--- src/usm_pkg.sv ---
// constants and types for the serial port status block
package usm_pkg;

  // register byte addresses, one word each
  localparam logic [4:0] ADDR_DATA   = 5'h00;
  localparam logic [4:0] ADDR_IER    = 5'h04;
  localparam logic [4:0] ADDR_IIR    = 5'h08;
  localparam logic [4:0] ADDR_MCR    = 5'h10;
  localparam logic [4:0] ADDR_LSR    = 5'h14;
  localparam logic [4:0] ADDR_MSR    = 5'h18;

  // reset values
  localparam logic [3:0] IER_RST     = 4'h0;
  localparam logic [4:0] MCR_RST     = 5'h00;
  localparam logic [1:0] TRIG_RST    = 2'h0;

  // modem control bit positions
  localparam int MCR_DTR   = 0;
  localparam int MCR_RTS   = 1;
  localparam int MCR_RI    = 2;
  localparam int MCR_IRQEN = 3;
  localparam int MCR_LOOP  = 4;

  // interrupt enable bit positions
  localparam int IER_RX    = 0;
  localparam int IER_THRE  = 1;
  localparam int IER_LS    = 2;
  localparam int IER_MS    = 3;

  // fifo control bit positions
  localparam int FCR_EN    = 0;
  localparam int FCR_RXRST = 1;
  localparam int FCR_TXRST = 2;
  localparam int FCR_DMA   = 3;
  localparam int FCR_TRIG  = 6;

  // receive trigger levels in bytes
  localparam logic [4:0] TRIG_LVL0 = 5'h01;
  localparam logic [4:0] TRIG_LVL1 = 5'h04;
  localparam logic [4:0] TRIG_LVL2 = 5'h08;
  localparam logic [4:0] TRIG_LVL3 = 5'h0e;

  // idle character times before a receive timeout
  localparam logic [2:0] TMO_CHARS = 3'h4;

  // interrupt identification codes, bits 3:0
  typedef enum logic [3:0] {
    IID_NONE = 4'b0001,
    IID_LS   = 4'b0110,
    IID_RX   = 4'b0100,
    IID_TMO  = 4'b1100,
    IID_THRE = 4'b0010,
    IID_MS   = 4'b0000
  } usm_iid_t;

  // one received character with its error flags
  typedef struct packed {
    logic       brk;
    logic       frm;
    logic       par;
    logic [7:0] data;
  } usm_rx_char_t;

  // modem inputs, active low at the pins
  typedef struct packed {
    logic dcd_n;
    logic ri_n;
    logic dsr_n;
    logic cts_n;
  } usm_modem_in_t;

endpackage : usm_pkg

--- src/usm_sync.sv ---
// three-flop input filter: a change counts once stages two and three agree
`timescale 1ns/10ps
module usm_sync
  import usm_pkg::*;
#(
  parameter int WIDTH = 5
) (
  input  wire logic             i_clk_sys,
  input  wire logic             i_reset,
  input  wire logic [WIDTH-1:0] i_async,
  input  wire logic [WIDTH-1:0] i_rst_val,
  output logic      [WIDTH-1:0] o_level
);

  initial begin
    if (WIDTH < 1) $error("usm_sync: WIDTH must be at least 1");
  end

  logic [WIDTH-1:0] s1_q;
  logic [WIDTH-1:0] s2_q;
  logic [WIDTH-1:0] s3_q;
  logic [WIDTH-1:0] lvl_q;

  always_ff @(posedge i_clk_sys) begin
    s1_q <= i_async;
    s2_q <= s1_q;
    s3_q <= s2_q;
  end

  // stage one feeds stage two only, so metastability never reaches the filter
  for (genvar g = 0; g < WIDTH; g++) begin : g_bit
    always_ff @(posedge i_clk_sys) begin
      if (i_reset) begin
        lvl_q[g] <= i_rst_val[g];
      end else if (s2_q[g] == s3_q[g]) begin
        lvl_q[g] <= s3_q[g];
      end
    end
  end

  assign o_level = lvl_q;

endmodule : usm_sync

--- src/usm_fifo.sv ---
// synchronous fifo with flush and fill count
`timescale 1ns/10ps
module usm_fifo
  import usm_pkg::*;
#(
  parameter int WIDTH = 8,
  parameter int DEPTH = 16
) (
  input  wire logic                     i_clk_sys,
  input  wire logic                     i_reset,
  input  wire logic                     i_flush,
  input  wire logic                     i_push,
  input  wire logic [WIDTH-1:0]         i_data,
  input  wire logic                     i_pop,
  output logic      [WIDTH-1:0]         o_data,
  output logic      [$clog2(DEPTH+1)-1:0] o_count
);

  localparam int AW = (DEPTH > 1) ? $clog2(DEPTH) : 1;
  localparam int CW = $clog2(DEPTH+1);

  initial begin
    if (DEPTH < 2 || (DEPTH & (DEPTH - 1)) != 0) $error("usm_fifo: DEPTH must be a power of two");
  end

  logic [WIDTH-1:0] mem [DEPTH];
  logic [AW-1:0]    wr_q;
  logic [AW-1:0]    rd_q;
  logic [CW-1:0]    cnt_q;
  logic             do_push;
  logic             do_pop;

  assign do_pop  = i_pop && (cnt_q != '0);
  assign do_push = i_push && ((cnt_q != CW'(DEPTH)) || do_pop);

  always_ff @(posedge i_clk_sys) begin
    if (do_push) begin
      mem[wr_q] <= i_data;
    end
  end

  always_ff @(posedge i_clk_sys) begin
    if (i_reset || i_flush) begin
      wr_q  <= '0;
      rd_q  <= '0;
      cnt_q <= '0;
    end else begin
      if (do_push) wr_q <= wr_q + AW'(1);
      if (do_pop)  rd_q <= rd_q + AW'(1);
      cnt_q <= cnt_q + CW'(do_push) - CW'(do_pop);
    end
  end

  assign o_data  = mem[rd_q];
  assign o_count = cnt_q;

endmodule : usm_fifo

--- src/usm_top.sv ---
// serial port status, modem handshake, fifo control and interrupt identification
// Operation
// - idle flag only when holding stage and shift register both empty
// - holding empty tracks transmit stage, cleared by data write
// - holding empty with its enable requests the next character
// - break flag when input stays low a whole character time
// - framing flag on missing stop bit, parity flag on wrong parity
// - overrun flag when a new character meets a full receive store; fifo mode drops it, otherwise it overwrites the unread one
// - fifo mode: break, framing, parity describe the head character
// - reading line status clears break, framing, parity and overrun
// - data ready while received data waits, cleared once none remains
// - loopback: serial out high, serial in isolated, modem outputs inactive
// - loopback routes modem control bits 3:0 to modem inputs
// - interrupt output only with modem control bit 3 set
// - rts and dtr pins carry inverted modem control bits 1 and 0
// - modem status 7:4 read inverted dcd, ri, dsr, cts or loopback bits
// - dcd, dsr, cts changes since last status read set bits 3,1,0
// - ring pin low to high since last status read sets bit 2
// - fifo control 7:6 pick 1,4,8,14 byte level; irq above it
// - fifo control bit 3 with bit 0 selects dma mode 1
// - fifo control bits 2,1 reset transmit or receive fifo, self clearing
// - fifo control bit 0 enables fifo mode, set before other bits
// - identification bits 7:6 show fifo mode, 5:4 zero, bit 0 no-pending
// - bits 3:0 encode the highest priority pending source
// - interrupt enable bits 3:0 gate modem, line, transmit, receive sources
//
// The Avalon-MM interface to the registers and the address map were decided locally.
`timescale 1ns/10ps
module usm_top
  import usm_pkg::*;
#(
  parameter int FIFO_DEPTH = 16
) (
  input  wire logic          i_clk_sys,
  input  wire logic          i_reset,
  // avalon-mm slave
  input  wire logic [4:0]    i_avs_address,
  input  wire logic          i_avs_read,
  input  wire logic          i_avs_write,
  input  wire logic [31:0]   i_avs_writedata,
  input  wire logic [3:0]    i_avs_byteenable,
  output logic      [31:0]   o_avs_readdata,
  output logic               o_avs_waitrequest,
  // receiver engine
  input  wire logic          i_rx_valid,
  input  wire usm_rx_char_t  i_rx_char,
  output logic               o_rx_serial,
  // transmitter engine
  input  wire logic          i_tx_take,
  input  wire logic          i_tx_shift_empty,
  input  wire logic          i_tx_serial,
  output logic [7:0]         o_tx_data,
  output logic               o_tx_valid,
  // one pulse per character time from the baud logic
  input  wire logic          i_char_tick,
  // pins
  input  wire logic          i_serial_in,
  input  wire usm_modem_in_t i_modem_n,
  output logic               o_serial_out,
  output logic               o_rts_n,
  output logic               o_dtr_n,
  output logic               o_irq,
  output logic               o_dma_mode1
);

  localparam int CW = $clog2(FIFO_DEPTH+1);

  initial begin
    if (FIFO_DEPTH < 16) $error("usm_top: FIFO_DEPTH must hold the 14 byte level");
  end

  // bus slave: one wait cycle, then the request is taken
  logic        ack_q;
  logic        req;
  logic        acc;
  logic        wr_acc;
  logic        rd_acc;
  logic [7:0]  rd_mux;
  logic [31:0] rdata_q;

  assign req               = i_avs_read || i_avs_write;
  assign o_avs_waitrequest = req && !ack_q;
  assign acc               = req && ack_q;
  assign wr_acc            = acc && i_avs_write && i_avs_byteenable[0];
  assign rd_acc            = acc && i_avs_read;

  always_ff @(posedge i_clk_sys) begin
    if (i_reset) begin
      ack_q <= 1'b0;
    end else begin
      ack_q <= req && !ack_q;
    end
  end

  // software registers
  logic [3:0]  ier_q;
  logic [4:0]  mcr_q;
  logic        fifo_en_q;
  logic [1:0]  trig_q;
  logic        dma_q;
  logic        loop;
  logic        fcr_wr;
  logic [7:0]  wb;

  assign wb     = i_avs_writedata[7:0];
  assign loop   = mcr_q[MCR_LOOP];
  assign fcr_wr = wr_acc && (i_avs_address == ADDR_IIR);

  always_ff @(posedge i_clk_sys) begin
    if (i_reset) begin
      ier_q <= IER_RST;
    end else if (wr_acc && i_avs_address == ADDR_IER) begin
      ier_q <= wb[3:0];
    end
  end

  always_ff @(posedge i_clk_sys) begin
    if (i_reset) begin
      mcr_q <= MCR_RST;
    end else if (wr_acc && i_avs_address == ADDR_MCR) begin
      mcr_q <= wb[4:0];
    end
  end

  // level and dma bits land only with fifo mode on
  always_ff @(posedge i_clk_sys) begin
    if (i_reset) begin
      fifo_en_q <= 1'b0;
      trig_q    <= TRIG_RST;
      dma_q     <= 1'b0;
    end else if (fcr_wr) begin
      fifo_en_q <= wb[FCR_EN];
      if (wb[FCR_EN]) begin
        trig_q <= wb[FCR_TRIG +: 2];
        dma_q  <= wb[FCR_DMA];
      end else begin
        dma_q  <= 1'b0;
      end
    end
  end

  assign o_dma_mode1 = dma_q;

  // fifo resets are pulses, so the bits self clear
  logic rx_flush;
  logic tx_flush;
  logic mode_chg;

  assign mode_chg = fcr_wr && (wb[FCR_EN] != fifo_en_q);
  assign rx_flush = fcr_wr && (wb[FCR_RXRST] || mode_chg);
  assign tx_flush = fcr_wr && (wb[FCR_TXRST] || mode_chg);

  // pin inputs through the three-flop filter
  logic [4:0]    pin_lvl;
  usm_modem_in_t mdm_n;
  logic          sin_lvl;

  usm_sync #(
    .WIDTH (5)
  ) u_sync (
    .i_clk_sys (i_clk_sys),
    .i_reset   (i_reset),
    .i_async   ({i_modem_n, i_serial_in}),
    .i_rst_val (5'h1f),
    .o_level   (pin_lvl)
  );

  assign mdm_n   = pin_lvl[4:1];
  assign sin_lvl = pin_lvl[0];

  // loopback wiring
  assign o_rx_serial  = loop ? i_tx_serial : sin_lvl;
  assign o_serial_out = loop ? 1'b1 : i_tx_serial;
  assign o_rts_n      = loop ? 1'b1 : !mcr_q[MCR_RTS];
  assign o_dtr_n      = loop ? 1'b1 : !mcr_q[MCR_DTR];

  // modem status levels, active high
  logic [3:0] ms_now;
  logic [3:0] ms_prev_q;
  logic [3:0] ms_delta_q;
  logic       ms_rd;

  always_comb begin
    if (loop) begin
      ms_now = {mcr_q[MCR_IRQEN], mcr_q[MCR_RI], mcr_q[MCR_DTR], mcr_q[MCR_RTS]};
    end else begin
      ms_now = ~{mdm_n.dcd_n, mdm_n.ri_n, mdm_n.dsr_n, mdm_n.cts_n};
    end
  end

  assign ms_rd = rd_acc && (i_avs_address == ADDR_MSR);

  always_ff @(posedge i_clk_sys) begin
    if (i_reset) begin
      ms_prev_q <= 4'h0;
    end else begin
      ms_prev_q <= ms_now;
    end
  end

  // a change in the read cycle survives the clear
  always_ff @(posedge i_clk_sys) begin
    if (i_reset) begin
      ms_delta_q <= 4'h0;
    end else begin
      ms_delta_q[3] <= (ms_delta_q[3] && !ms_rd) || (ms_now[3] != ms_prev_q[3]);
      ms_delta_q[2] <= (ms_delta_q[2] && !ms_rd) || (!ms_now[2] && ms_prev_q[2]);
      ms_delta_q[1] <= (ms_delta_q[1] && !ms_rd) || (ms_now[1] != ms_prev_q[1]);
      ms_delta_q[0] <= (ms_delta_q[0] && !ms_rd) || (ms_now[0] != ms_prev_q[0]);
    end
  end

  // receive fifo; one holding entry outside fifo mode
  usm_rx_char_t rx_head;
  logic [CW-1:0] rx_cnt;
  logic          rx_pop;
  logic          rx_push;
  logic          rx_ovr;
  logic          rx_full;

  assign rx_pop  = rd_acc && (i_avs_address == ADDR_DATA);
  assign rx_full = fifo_en_q ? (rx_cnt == CW'(FIFO_DEPTH)) : (rx_cnt != '0);
  // outside fifo mode a new character replaces the unread one
  assign rx_ovr  = i_rx_valid && rx_full;
  assign rx_push = i_rx_valid && (!rx_full || !fifo_en_q);

  usm_fifo #(
    .WIDTH ($bits(usm_rx_char_t)),
    .DEPTH (FIFO_DEPTH)
  ) u_rx_fifo (
    .i_clk_sys (i_clk_sys),
    .i_reset   (i_reset),
    .i_flush   (rx_flush),
    .i_push    (rx_push),
    .i_data    (i_rx_char),
    .i_pop     (rx_pop || (rx_ovr && !fifo_en_q)),
    .o_data    (rx_head),
    .o_count   (rx_cnt)
  );

  // head errors latch one cycle after the head changes
  logic       head_new_q;
  logic       ls_rd;
  logic       oe_q;
  logic [2:0] err_q;
  logic       rx_data_ready_flag;

  assign ls_rd = rd_acc && (i_avs_address == ADDR_LSR);
  assign rx_data_ready_flag   = (rx_cnt != '0);

  always_ff @(posedge i_clk_sys) begin
    if (i_reset) begin
      head_new_q <= 1'b0;
    end else begin
      head_new_q <= (rx_push && rx_cnt == '0) || (rx_pop && rx_cnt > CW'(1)) ||
                    (rx_ovr && !fifo_en_q);
    end
  end

  always_ff @(posedge i_clk_sys) begin
    if (i_reset) begin
      err_q <= 3'h0;
      oe_q  <= 1'b0;
    end else begin
      if (head_new_q && rx_data_ready_flag) begin
        err_q <= (ls_rd ? 3'h0 : err_q) | {rx_head.brk, rx_head.frm, rx_head.par};
      end else if (ls_rd) begin
        err_q <= 3'h0;
      end
      oe_q <= (oe_q && !ls_rd) || rx_ovr;
    end
  end

  // transmit fifo; outside fifo mode one holding entry
  logic [CW-1:0] tx_cnt;
  logic          tx_push;
  logic          tx_empty;
  logic          tx_empty_q;
  logic          tx_room;

  assign tx_room  = fifo_en_q ? (tx_cnt != CW'(FIFO_DEPTH)) : (tx_cnt == '0);
  assign tx_push  = wr_acc && (i_avs_address == ADDR_DATA) && tx_room;
  assign tx_empty = (tx_cnt == '0);
  assign o_tx_valid = !tx_empty;

  usm_fifo #(
    .WIDTH (8),
    .DEPTH (FIFO_DEPTH)
  ) u_tx_fifo (
    .i_clk_sys (i_clk_sys),
    .i_reset   (i_reset),
    .i_flush   (tx_flush),
    .i_push    (tx_push),
    .i_data    (wb),
    .i_pop     (i_tx_take),
    .o_data    (o_tx_data),
    .o_count   (tx_cnt)
  );

  // transmit-empty event latch; write or id read clears it
  logic thre_pend_q;
  logic thre_set;
  logic thre_clr;
  logic iir_rd;

  assign iir_rd   = rd_acc && (i_avs_address == ADDR_IIR);
  assign thre_set = (tx_empty && !tx_empty_q) ||
                    (wr_acc && i_avs_address == ADDR_IER && wb[IER_THRE] &&
                     !ier_q[IER_THRE] && tx_empty);
  assign thre_clr = tx_push || (iir_rd && rdata_q[3:0] == IID_THRE);

  always_ff @(posedge i_clk_sys) begin
    if (i_reset) begin
      tx_empty_q  <= 1'b1;
      thre_pend_q <= 1'b0;
    end else begin
      tx_empty_q  <= tx_empty;
      thre_pend_q <= thre_set || (thre_pend_q && !thre_clr);
    end
  end

  // receive timeout: character times since the last fifo access
  logic [2:0] tmo_cnt_q;
  logic       tmo;

  always_ff @(posedge i_clk_sys) begin
    if (i_reset || !fifo_en_q || !rx_data_ready_flag || rx_push || rx_pop) begin
      tmo_cnt_q <= 3'h0;
    end else if (i_char_tick && tmo_cnt_q != TMO_CHARS) begin
      tmo_cnt_q <= tmo_cnt_q + 3'h1;
    end
  end

  assign tmo = (tmo_cnt_q == TMO_CHARS);

  // interrupt sources and priority
  logic [4:0] trig_lvl;
  logic       rx_lvl;
  usm_iid_t   iid;

  always_comb begin
    unique case (trig_q)
      2'b00: trig_lvl = TRIG_LVL0;
      2'b01: trig_lvl = TRIG_LVL1;
      2'b10: trig_lvl = TRIG_LVL2;
      2'b11: trig_lvl = TRIG_LVL3;
    endcase
  end

  // the count must pass the level, so the 1 byte level needs two bytes
  assign rx_lvl = fifo_en_q ? (rx_cnt > CW'(trig_lvl)) : rx_data_ready_flag;

  always_comb begin
    if (ier_q[IER_LS] && (oe_q || err_q != 3'h0)) begin
      iid = IID_LS;
    end else if (ier_q[IER_RX] && rx_lvl) begin
      iid = IID_RX;
    end else if (ier_q[IER_RX] && tmo) begin
      iid = IID_TMO;
    end else if (ier_q[IER_THRE] && thre_pend_q) begin
      iid = IID_THRE;
    end else if (ier_q[IER_MS] && ms_delta_q != 4'h0) begin
      iid = IID_MS;
    end else begin
      iid = IID_NONE;
    end
  end

  assign o_irq = mcr_q[MCR_IRQEN] && (iid != IID_NONE);

  // read mux
  logic temt;

  assign temt = tx_empty && i_tx_shift_empty;

  always_comb begin
    unique case (i_avs_address)
      ADDR_DATA: rd_mux = rx_data_ready_flag ? rx_head.data : 8'h00;
      ADDR_IER:  rd_mux = {4'h0, ier_q};
      ADDR_IIR:  rd_mux = {{2{fifo_en_q}}, 2'b00, iid};
      ADDR_MCR:  rd_mux = {3'h0, mcr_q};
      ADDR_LSR:  rd_mux = {1'b0, temt, tx_empty, err_q, oe_q, rx_data_ready_flag};
      ADDR_MSR:  rd_mux = {ms_now, ms_delta_q};
      default:   rd_mux = 8'h00;
    endcase
  end

  // read data are captured in the wait cycle and stand through the accept edge
  always_ff @(posedge i_clk_sys) begin
    if (i_reset) begin
      rdata_q <= 32'h0;
    end else if (i_avs_read && !ack_q) begin
      rdata_q <= {24'h0, rd_mux};
    end
  end

  assign o_avs_readdata = rdata_q;

endmodule : usm_top

--- config.mk ---
export PLATFORM = sky130hd
export DESIGN_NAME = usm_top
export DESIGN_NICKNAME = d
export VERILOG_FILES = /design/src/usm_pkg.sv /design/src/usm_sync.sv /design/src/usm_fifo.sv /design/src/usm_top.sv
export SDC_FILE = /design/constraint.sdc
export NUM_CORES = 1
export LEC_CHECK = 0
export CAP_MARGIN = 20
export CORE_MARGIN = 1
export CORE_UTILIZATION = 40
export DETAILED_ROUTE_END_ITERATION = 16
export DONT_BUFFER_PORTS = 1
export GPL_ROUTABILITY_DRIVEN = 0
export PLACE_DENSITY = 0.63
export RECOVER_POWER = 50
export SLEW_MARGIN = 40
export SYNTH_ARGS = -nofsm -noshare
export SYNTH_HDL_FRONTEND = slang
export SYNTH_SLANG_ARGS = --single-unit
export TNS_END_PERCENT = 5
--- constraint.sdc ---
create_clock -name i_clk_sys -period 2.85 [get_ports i_clk_sys]
set_clock_uncertainty 0.1 [all_clocks]
set_input_delay 0.1425 -clock i_clk_sys [delete_from_list [all_inputs] [get_ports i_clk_sys]]
set_output_delay 0.1425 -clock i_clk_sys [all_outputs]
set_load 0.005 [all_outputs]
Word level (Yosys, flattened, before mapping)
Memory sizes are Yosys's and may differ from the RTL's. A register that Yosys moved wholly into a read port is not among the register bits.
Cells that the tools add are included.
W data, S select, Z words.
Word-level totals
  memories: 2
  input bits: 66
  logic and storage cells: 189
  RAM bits: 304
  bits in registers: 86
  output and inout port bits: 48
Memory list
  u_rx_fifo.mem: depth 16, bits a word 11, rd ports 1, clocked after Yosys merged registers in 1, wr ports 1, RTL line usm_fifo.sv:26  | logic [WIDTH-1:0] mem [DEPTH];
  u_tx_fifo.mem: depth 16, bits a word 8, rd ports 1, clocked after Yosys merged registers in 1, wr ports 1, RTL line usm_fifo.sv:26
Operators by class
  bitwise logic cells: 2
  reductions and logical operators: 94
  eq/ne operators: 24
  multiplexer cells: 27
  $add $sub $neg: 9
  $lt $le $gt $ge: 2
Operator list (count)
  $logic_and A1 B1 Y1: 48
  $pmux W8 S6: 1
  $mux W4: 8
  $logic_or A1 B1 Y1: 24
  $eq A5 B5 Y1 const B: 4
  $pmux W5 S4: 1
  $add A4 B1 Y4 const B: 4
  $logic_not A5 Y1: 3
  $logic_not A1 Y1: 13
  $mux W1: 13
  $add A5 B1 Y5: 2
  $ne A5 B5 Y1 const B: 2
  $reduce_bool A5 Y1: 2
  $sub A5 B1 Y5: 2
  $mux W8: 1
  $mux W3: 2
  $eq A1 B1 Y1: 5
  $eq A5 B3 Y1 const B: 1
  $eq A5 B4 Y1 const B: 1
  $gt A5 B1 Y1 const B: 1
  $gt A5 B5 Y1: 1
  $eq A2 B2 Y1 const B: 2
  $eq A4 B2 Y1 const B: 1
  $ne A1 B1 Y1: 4
  other kinds (12): 12

Logic depth before layout (Yosys ltp)
Gate-level depths: netlist of run 1.
  depth after elaboration: 10
  depth in mapped cells: 16
  gate-level depth less buffers: 14

By module
Synthesis of run 1 repeated with hierarchy kept, for this count alone.
Unflattened totals
  cells, all modules: 1021
  area total of the unflattened synthesis: 16495.8 µm²
By module, submodules not included
  usm_fifo (u_rx_fifo): area each 7672.4 µm², instances 1, cells an instance 378, seq. area each 5625.4 µm²
  usm_fifo (u_tx_fifo): area each 5786.8 µm², instances 1, cells an instance 309, seq. area each 4184.0 µm²
  usm_top: area each 2424.8 µm², instances 1, cells an instance 298, seq. area each 800.8 µm²
  usm_sync: area each 611.8 µm², instances 1, cells an instance 36, seq. area each 450.4 µm²

Least setup slack after synthesis of run 1
No wires, ideal clock.
  kind: register -> register
  from: reg u_tx_fifo.cnt_q[3], in the netlist u_tx_fifo.o_count[3]
  to: reg u_tx_fifo.cnt_q[4], in the netlist u_tx_fifo.o_count[4]
  cell stages (with the launch flop): 17
  library setup time: 70 ps
  arrival time: 2813 ps
  path buffers: 2
  required time: 2680 ps
  clock period less this slack: 2983 ps
  path slack: -133 ps
  cells stage by stage: dfxtp_1 -> inv_1 -> ha_1 -> or4b_1 -> clkbuf_1 -> and2_1 -> clkbuf_1 -> ha_1 -> inv_1 -> ha_1 -> inv_1 -> fa_1 -> inv_1 -> a21oi_1 -> nor2_1 -> or3_1 -> a21oi_1
Between the ends
  longest elaborated chain between the ends: 6
  elaborated cells between the ends (all ways): 10
  classes of those cells: add/sub (2); eq/ne (1); mux (1); reduce/logical (6)
Ends and longest elaborated chain
  from (decl): RTL line usm_fifo.sv:29  | logic [CW-1:0] cnt_q;
  from (signal assigned): RTL line usm_fifo.sv:50  | cnt_q <= cnt_q + CW'(do_push) - CW'(do_pop);
  $reduce_bool A5 Y1 (*): RTL line usm_fifo.sv:33  | assign do_pop = i_pop && (cnt_q != '0);
  $logic_and A1 B1 Y1 (*): RTL line usm_fifo.sv:33
  net u_tx_fifo.do_pop: RTL line usm_fifo.sv:31  | logic do_pop;
  $logic_or A1 B1 Y1: RTL line usm_fifo.sv:34  | assign do_push = i_push && ((cnt_q != CW'(DEPTH)) || do_pop);
  $logic_and A1 B1 Y1: RTL line usm_fifo.sv:34
  $add A5 B1 Y5: RTL line usm_fifo.sv:50
  $sub A5 B1 Y5 (*): RTL line usm_fifo.sv:50
The timed path passes the listed nets; every way through them passes the cells marked *.
A chain may end at the register's enable or synchronous reset.

Worst setup path after layout of run 1
  from: reg ack_q
  to: reg rdata_q[3], in the netlist o_avs_readdata[3]
Between the ends
  longest elaborated chain between the ends: 2
Ends and longest elaborated chain
  from (decl): RTL line usm_top.sv:73  | logic ack_q;
  from (signal assigned): RTL line usm_top.sv:91  | ack_q <= req && !ack_q;
  $logic_not A1 Y1: RTL line usm_top.sv:392  | end else if (i_avs_read && !ack_q) begin
  $logic_and A1 B1 Y1: RTL line usm_top.sv:392
  to (signal assigned): RTL line usm_top.sv:393  | rdata_q <= {24'h0, rd_mux};
  to (decl): RTL line usm_top.sv:79  | logic [31:0] rdata_q;
No other way between the ends.

==> run metrics, run 1 <==
mux cell area share after synthesis 0.143; Initial Util 0.406; Sw Ratio 0.250; cells after synthesis 990; layout cell share with drive strength beyond 1 0.232; clock network power share 0.372; RSZ-0062 raised after global routing true; root buf cell clkbuf_16; Layout area overhead 17.9%; Final nets 1193; drt via density 5.22; area share of fa/ha/maj cells after synthesis 0.0258; Clock transition at path regs 0.06 ns; Max Slew Vio Count 0; ranking of synthesized cells by area edfxtp_1 57%, mux4_2 12%, dfxtp_1 12%; synth warn 0; I/O pin count 114; Synth Area in XOR/XNOR 0.0114; clk_lat worst skew 0.57 ns; Core ar. 39700 sq um; P_int 11.1 mW; Max VDD drop 506 uV; Die Area 41100 sq um; CTS tree built; DIE HEIGHT 203 um; worst path cell trace buf_4 > nand2b_1 > buf_4 > a2111o_1 > dlygate4sd3_1 > a21oi_2 > o21a_1 > dlygate4sd3_1; Tmin final 2.77 ns; drt first pass iters 5; max_slew headroom 0.305; WL final 35.0 mm; Comb pwr share 0.183; Ant. Diodes 0; Yosys top cell area share 0.566; Sink Count 398; antenna-violating nets left 0; Critical Path Max Stage Delay 0.63 ns; Crit. End Element flip-flop; area of the multi-input gates 4820 sq um; main flop type after synthesis edfxtp_1; Fin. Hold Viols 0; Synth Area in Compound Gates 0.0396; FF+latch area 11000 sq um; largest net degree at the start of global routing 43; Worst setup SP type flip-flop; Worst-Margin Slew 1.04 ns; critical path class flip-flop to flip-flop; routed length per placed instance 21.2 um; Critical path buffers and inverters 4; period utilization 0.971; Max Clk Rate 361 MHz; Sw Pwr 3.71 mW; Final setup viols 0; Tightest Hold Check Type primary input to flip-flop; via count 8630; Mean Syn Cell Area 16.3 sq um; grt total ovfl 0; Setup TNS Final 0 ns; Worst path slowest cell dlygate4sd3_1; max_cap viols 0; vias in the first global route 8749; clk buf depth 3; critical path fanouts, max 10; power density over cell area 781 nW/um^2; setup ws final 0.0828 ns; first-pass GRT wire length 53.6 mm; Synth area leader edfxtp_1; Pleak 6.24 nW; Synth Area in Simple Gates 0.0660; Global Route Usage Sum 0.174; DRC 0; CP delay by family, top buffers and inverters; drt first-iter violations 629; largest family of logic cells by synthesized area multiplexers; CP arrival 3.18 ns; status finished, final reports clean; synthesized area 16100 sq um; post-synth cell types 66; detailed-placement wirelength estimate 22.6 mm; # rows 73; Die X 203 um; Seq cells post-synth 398; post-place setup slack 0.0577 ns; fraction of registers with async set/reset 0; filler cell count 3361; H-Tree Level Count 2; WP data required 3.27 ns; PortBufs 0; commonest cells after routing, fill and taps aside 304 x edfxtp_1, 100 x nor2_1, 88 x dfxtp_1, 87 x mux4_2, 59 x buf_4; clock buffer count from CTS 42; commonest non-fill, non-tap cell in the layout edfxtp_1; Seq/Total Area, Yosys 0.683; initial antenna violation count 0; Seq pwr share 0.445; Post-synth EDFFs 304
synthesized netlist by cell type (25+ instances only):
library cell  number
a21oi_1           32
buf_4             25
clkbuf_1          25
nand2_1           34
inv_1             31
dfxtp_1           94
mux4_2            87
nor2_1           102
edfxtp_1         304
mux2i_1           30
ha_1              30
sequential cells by signal, indices dropped and copies added (netlist names), 2 cells and up, named ones only:
signal,flops
u_rx_fifo.mem,176
u_rx_fifo.rd_q,4
ms_prev_q,4
tmo_cnt_q,3
u_sync.s2_q,5
u_sync.s1_q,5
u_rx_fifo.o_count,5
u_sync.o_level,5
trig_q,2
u_tx_fifo.mem,128
o_avs_readdata,8
u_rx_fifo.wr_q,4
ier_q,4
u_sync.s3_q,5
u_tx_fifo.wr_q,4
u_tx_fifo.o_count,5
mcr_q,5
err_q,3
ms_delta_q,4
u_tx_fifo.rd_q,4
through the flow:
step                      hold WS [ns]   util  cell area [sq um]  power [mW]  std cells
after detailed placement        0.0703  0.428              17000        9.24       1523
after CTS                       0.0138  0.477              18900        14.9       1648
after global routing            0.0381  0.479              19000        15.5       1652
final                           0.0463  0.479              19000        14.8       1652
after floorplan                 0.0702      -              16300        8.68       1013
after global placement          0.0703  0.428              17000        9.20       1523
final cells by class:
cell class,instances,share of cell area
inverters,31,0.00612
well taps,525,0.0345
clock inverters,24,0.0143
clock buffers,52,0.0600
repair buffers,111,0.0519
flip-flops and latches,398,0.579
multi-input cells,511,0.254
power groups by stage:
stage                     combinational [mW]  sequential (mW)  clock (mW)
final                                   2.71             6.61        5.53
after global routing                    3.00             6.63        5.87
after CTS                               2.67             6.60        5.66
after detailed placement                2.52             6.72           0
after global placement                  2.48             6.71           0
after floorplan                         2.03             6.64           0
repair_timing:
| item | CTS | global route |
|---|---|---|
| buffers inserted | 0 | 3 |
| hold buffers | 49 | 1 |
| resized for setup | 0 | 19 |
| endpoints found under the setup margin | 0 | 6 |
| hold endpoints to repair | 365 | 16 |
final timing paths:
path / start / to / slack (ns) / depth (start not counted)
min reg2reg: u_sync.s1_q[0]$_DFF_P_ / u_sync.s2_q[0]$_DFF_P_ / 0.23 / 0
max: ack_q$_SDFF_PP0_ / o_avs_readdata[3]$_SDFFE_PP0P_ / 0.08 / 8
min: i_reset / u_tx_fifo.o_count[0]$_SDFF_PP0_ / 0.05 / 2
max reg2reg: ack_q$_SDFF_PP0_ / o_avs_readdata[3]$_SDFFE_PP0P_ / 0.08 / 8
per-layer routing:
| metal | wire length, um | vias to the layer above | part of all wire | GRT usage |
|---|---|---|---|---|
| met5 | 0 | - | 0 | 0 |
| met4 | 1040 | 0 | 0.030 | 0.0653 |
| met3 | 2090 | 69 | 0.060 | 0.0377 |
| met2 | 16900 | 233 | 0.48 | 0.281 |
| met1 | 15000 | 4344 | 0.43 | 0.231 |
| li1 | - | 3984 | - | - |
kinds of logic after synthesis:
family                     count (synthesis)
DFF                                      398
and+or+nand+nor                          221
muxes                                    121
buffers and inverters                    104
AOI/OAI and AO/OA                         92
adders and majority gates                 32
xor gates and xnor gates                  21
other                                      1
worst register-to-register path, stage by stage, from the launching register on:
cell	delay [ns]
dfxtp_1	0.32
buf_4	0.15
nand2b_1	0.14
buf_4	0.18
a2111o_1	0.42
dlygate4sd3_1	0.63
a21oi_2	0.13
o21a_1	0.11
dlygate4sd3_1	0.54
(Power assumes the default switching activity.)
==> inputs of run 2 (changes only) <==
CORE_UTILIZATION = 35   (was 40)
CTS_CLUSTER_DIAMETER = 100   (was not set)
PLACE_DENSITY = 0.58   (was 0.63)
SYNTH_HIERARCHICAL = 1   (was not set)
==> run 2 against run 1 <==
  * The run now ends with negative setup slack left
  * Critical endpoint is now u_rx_fifo/o_count[4]$_SDFF_PP0_
  * Utilization decreased by 4.6 points
  * Via count increased by 8.2%
  * Total power increased by 4.6%
  * Hold slack got worse by 0.023 ns
  * Synthesized cell count increased by 3.1%
  * Highest routed layer unchanged
==> run metrics, run 2 <==
status finished, violations left; failing checks negative setup slack; main flop type after synthesis edfxtp_1; Inst Count DP 1671; Max Slew Vio Count 0; first-pass GRT wire length 56.7 mm; Fin. Hold Viols 0; Seq cells post-synth 398; Layout area overhead 22.2%; Final nets 1300; H-Tree Level Count 2; count leader, synth edfxtp_1; Yosys top cell area share 0.563; met2 usage 0.269; antenna-violating nets left 0; CP arrival 3.38 ns; non-filler cells, final 1845; DIE HEIGHT 219 um; Mean Syn Cell Area 16.2 sq um; drt first pass iters 7; Initial Util 0.354; power density over cell area 770 nW/um^2; dpl cell area 17800 sq um; Die X 219 um; Largest register FFs 176; grt total ovfl 0; via count 9336; clk buf depth 3; PortBufs 0; commonest non-fill, non-tap cell in the layout edfxtp_1; Max Clk Rate 328 MHz; top cells by count, synth 309 x edfxtp_1, 89 x dfxtp_1, 76 x nor2_1; period utilization 1.07; Final setup viols 2; routed length per placed instance 20.4 um; drt first-iter violations 717; critical path class flip-flop to flip-flop; I/O pin count 114; DRC 0; Tmin final 3.05 ns; Pleak 6.94 nW; fin area 20200 sq um; commonest cells after routing, fill and taps aside 309 x edfxtp_1, 90 x dlygate4sd3_1, 80 x dfxtp_1, 75 x nor2_1, 73 x buf_4; root buf cell clkbuf_16; Worst setup SP type flip-flop; Core ar. 46600 sq um; max_cap viols 0; peak-usage layer in the global routing report met2; Clock transition at path regs 0.06 ns; Post-synth EDFFs 309; fraction of registers with async set/reset 0; ranking of synthesized cells by area edfxtp_1 56%, dfxtp_1 11%, mux4_2 6.3%; layout cell share with drive strength beyond 1 0.200; cells after synthesis 1021; CTS tree built; Largest Register u_rx_fifo/mem; vias in the first global route 9372; Worst-Margin Slew 0.712 ns; synthesized area 16500 sq um; met1 Usage GRT 0.202; largest net degree at the start of global routing 48; Setup TNS Final -0.224 ns; post-synth cell types 77; # rows 79; WP data required 3.18 ns; RSZ-0062 raised after global routing true; WL final 37.6 mm; setup ws final -0.196 ns; initial antenna violation count 1; Tightest Hold Check Type primary input to flip-flop; synth warn 6; Seq/Total Area, Yosys 0.671; detailed-placement wirelength estimate 23.5 mm; max_slew headroom 0.524; clk_lat worst skew 0.57 ns; clock buffer count from CTS 42; Synth area leader edfxtp_1; Crit. End Element flip-flop; Global Route Usage Sum 0.158; drt via density 5.06; Die Area 48000 sq um; met3 global-route usage 0.0280; Max VDD drop 440 uV; Sink Count 398; critical path fanouts, max 4
## run 2: report_power, final
group          internal [mW]  switching [mW]
registers               6.50           0.219
clock network           3.07            2.22
logic                   1.88            1.64
## run 2: repair_timing
item / CTS / global route
endpoints found under the setup margin: 3 / 64
resized for setup: 10 / 17
setup buffers: 3 / 3
cloned: 0 / 0
hold buffers: 90 / 1
hold endpoints to repair: 393 / 10
pin swaps: 8 / 13
## run 2: final cells by class
cell class | count | area, sq um
multi-input cells | 543 | 5080
repair buffers | 182 | 1760
diodes | 1 | 2.50
clock buffers | 60 | 1180
clock inverters | 17 | 155
inverters | 37 | 144
flip-flops and latches | 398 | 11100
fillers | 4133 | 26400
well taps | 607 | 759
## run 2: routing by layer
metal / wire length, um / vias to the layer above
li1: - / 4286
met1: 16200 / 4759
met2: 18700 / 218
met3: 1650 / 73
met4: 1120 / 0
met5: 0 / -
## run 2: worst max-delay path: stages, from the launching register on
cell      delay [ns]
dfxtp_2         0.32
or4_4           0.56
or2_4           0.26
a31oi_4         0.18
o21a_4          0.16
inv_4           0.04
ha_4            0.22
inv_2           0.06
ha_4            0.12
inv_2           0.04
fa_2            0.35
nand2b_4        0.16
a21oi_4         0.12
o21ai_1         0.08
nor3b_1         0.14
## run 2: per-stage QoR
stage	util	worst slack, ns	hold WS, ns	power (mW)
detailed placement	0.382	-0.241	0.0703	10.0
finish	0.433	-0.196	0.0230	15.5
floorplan	-	-0.327	0.0702	9.10
global route	0.433	-0.280	0.0231	16.2
CTS	0.432	-0.201	0.000401	15.6
global placement	0.382	-0.206	0.0703	9.94
## run 2: cells by family after synthesis
family / after synthesis / share of synthesized area
multiplexers: 98 / 0.126
adder cells (fa/ha/maj): 30 / 0.0237
flip-flops: 398 / 0.671
XOR/XNOR: 27 / 0.0143
other: 2 / 0.000455
buffers and inverters: 107 / 0.0382
AO/OA/AOI/OAI: 131 / 0.0573
AND/OR/NAND/NOR: 228 / 0.0699
## run 2: path summary, 6_finish.rpt
path	startpoint	end	slack [ns]	cells after the start
hold / removal	i_avs_read	o_avs_readdata[5]$_SDFFE_PP0P_	0.02	3
hold reg to reg	u_sync/s1_q[0]$_DFF_P_	u_sync/s2_q[0]$_DFF_P_	0.23	0
setup / recovery	u_rx_fifo/o_count[0]$_SDFF_PP0_	u_rx_fifo/o_count[4]$_SDFF_PP0_	-0.20	14
setup reg to reg	u_rx_fifo/o_count[0]$_SDFF_PP0_	u_rx_fifo/o_count[4]$_SDFF_PP0_	-0.20	14
==> inputs of run 3 (changes only) <==
GPL_TIMING_DRIVEN = 0   (was not set)
==> run 3 against run 2 <==
  * The run ends with design-rule violations, negative setup slack left
  * Sequential power hardly changed
  * Critical endpoint unchanged
  * Critical path depth did not move
  * Clock-buffer cell count down 4
  * Sequential cell count unchanged
  * Via count decreased by 1.5%
  * Combinational power down 5.7%
  * Highest routed layer is now met5
  * Wire length increased by 0.67%
  * Final cell count down 2.5%
==> run metrics, run 3 (synthesis gave the netlist of run 2 again) <==
commonest non-fill, non-tap cell in the layout edfxtp_1; vias in the first global route 9067; Sink Count 398; Max VDD drop 521 uV; Worst path slowest cell or4_4; Crit. End Element flip-flop; via count 9199; Worst setup SP type flip-flop; R2R Setup Slk -0.25 ns; Worst-Margin Slew 0.905 ns; commonest cells after routing, fill and taps aside 309 x edfxtp_1, 84 x dfxtp_1, 67 x nor2_1, 50 x nand2_1, 49 x dlygate4sd3_1; Pleak 6.62 nW; Critical Path Max Stage Delay 0.57 ns; layout cell share with drive strength beyond 1 0.208; clock buffer count from CTS 44; failing checks design-rule violations, negative setup slack; setup ws final -0.251 ns; DRC 4; Final setup viols 75; Largest Register u_rx_fifo/mem; status finished, violations left; Reg2Reg Depth 14; PortBufs 0; max_slew headroom 0.397; # rows 79; clk_lat worst skew 0.58 ns; Inst Count DP 1655; CP arrival 3.45 ns; clk buf depth 3; dpl cell area 17500 sq um; first-pass GRT wire length 56.2 mm; detailed-placement wirelength estimate 24.5 mm; Clock transition at path regs 0.06 ns; Tightest Hold Check Type primary input to flip-flop; Layout area overhead 18.6%; max_cap viols 0; grt total ovfl 0; antenna-violating nets left 0; fin area 19600 sq um; root buf cell clkbuf_16; filler cell count 4175; drt via density 5.11; Initial Util 0.354; Final nets 1254; I/O pin count 114; Layout Utilization 0.420; WL final 37.9 mm; DIE HEIGHT 219 um; Fin. Hold Viols 0; CTS tree built; Setup TNS Final -7.06 ns; largest net degree at the start of global routing 20; critical path fanouts, max 5; Largest register FFs 176; routed length per placed instance 21.0 um; Tmin final 3.10 ns; period utilization 1.09; drt first pass iters 11; H-Tree Level Count 2; WP data required 3.20 ns; power density over cell area 784 nW/um^2; drt first-iter violations 665; Max Slew Vio Count 0; RR Endpoint u_rx_fifo/o_count[4]$_SDFF_PP0_; Global Route Usage Sum 0.159; final hold slack 0.00746 ns; Max Clk Rate 322 MHz; worst path cell trace or4_4 > or2_4 > a31oi_4 > o21a_4 > inv_6 > ha_4 > inv_2 > ha_4 > inv_2 > fa_2 > nand2b_4 > a21oi_4 > o21ai_1 > nor3b_1; RSZ-0062 raised after global routing true; Reg-to-Reg Start u_rx_fifo/o_count[0]$_SDFF_PP0_; initial antenna violation count 2; Die X 219 um; post-place setup slack -0.665 ns; CP Launch Point u_rx_fifo/o_count[0]$_SDFF_PP0_; Die Area 48000 sq um; crit path to u_rx_fifo/o_count[4]$_SDFF_PP0_; critical path class flip-flop to flip-flop; non-filler cells, final 1799; Core ar. 46600 sq um; Final Power 15.3 mW
## run 3: worst max-delay path: cells and delay by family (launching register included)
family,cells,cell delay [ns]
compound gates,4,0.56
fa+ha+maj,3,0.69
buf+inv,3,0.14
simple gates,4,1.13
flops,1,0.34
## run 3: report_power, final
part,switching [mW],total (mW),internal (mW)
Combinational,1.69,3.32,1.63
Sequential,0.202,6.70,6.50
Clock,2.28,5.33,3.04
## run 3: cell type report
cell class / instances / area (sq um) / area share
multi-input combinational: 543 / 5140 / 0.263
clock buffer: 56 / 1190 / 0.0606
clock inverter: 22 / 160 / 0.00819
sequential: 398 / 11100 / 0.566
antenna: 2 / 5.00 / 0.000256
inverter: 37 / 144 / 0.00735
tap: 607 / 759 / 0.0388
buffer: 69 / 485 / 0.0248
timing repair buffer: 65 / 607 / 0.0310
## run 3: how the worst min path moves through the flow
stage               slack, ns              from                              to  cells past startpoint
global route            0.006  i_avs_address[4]          fifo_en_q$_SDFFE_PP0P_                      4
CTS                    0.0006  i_avs_address[2]  o_avs_readdata[7]$_SDFFE_PP0P_                      5
floorplan                0.07       i_serial_in          u_sync/s1_q[0]$_DFF_P_                      0
finish                  0.007  i_avs_address[4]          fifo_en_q$_SDFFE_PP0P_                      4
detailed placement       0.07      i_modem_n[1]          u_sync/s1_q[2]$_DFF_P_                      0
global placement         0.07       i_serial_in          u_sync/s1_q[0]$_DFF_P_                      0
## run 3: what timing repair did
item	CTS	global route
hold buffers	48	2
resized for setup	26	18
pin swaps	9	9
endpoints found under the setup margin	280	223
hold endpoints to repair	370	17
setup buffers	13	2
gates cloned	0	0
## run 3: metal layers
layer	track usage	part of all wire
met5	0	0.00034
met4	0.0523	0.027
met3	0.0309	0.053
met2	0.261	0.49
met1	0.212	0.43
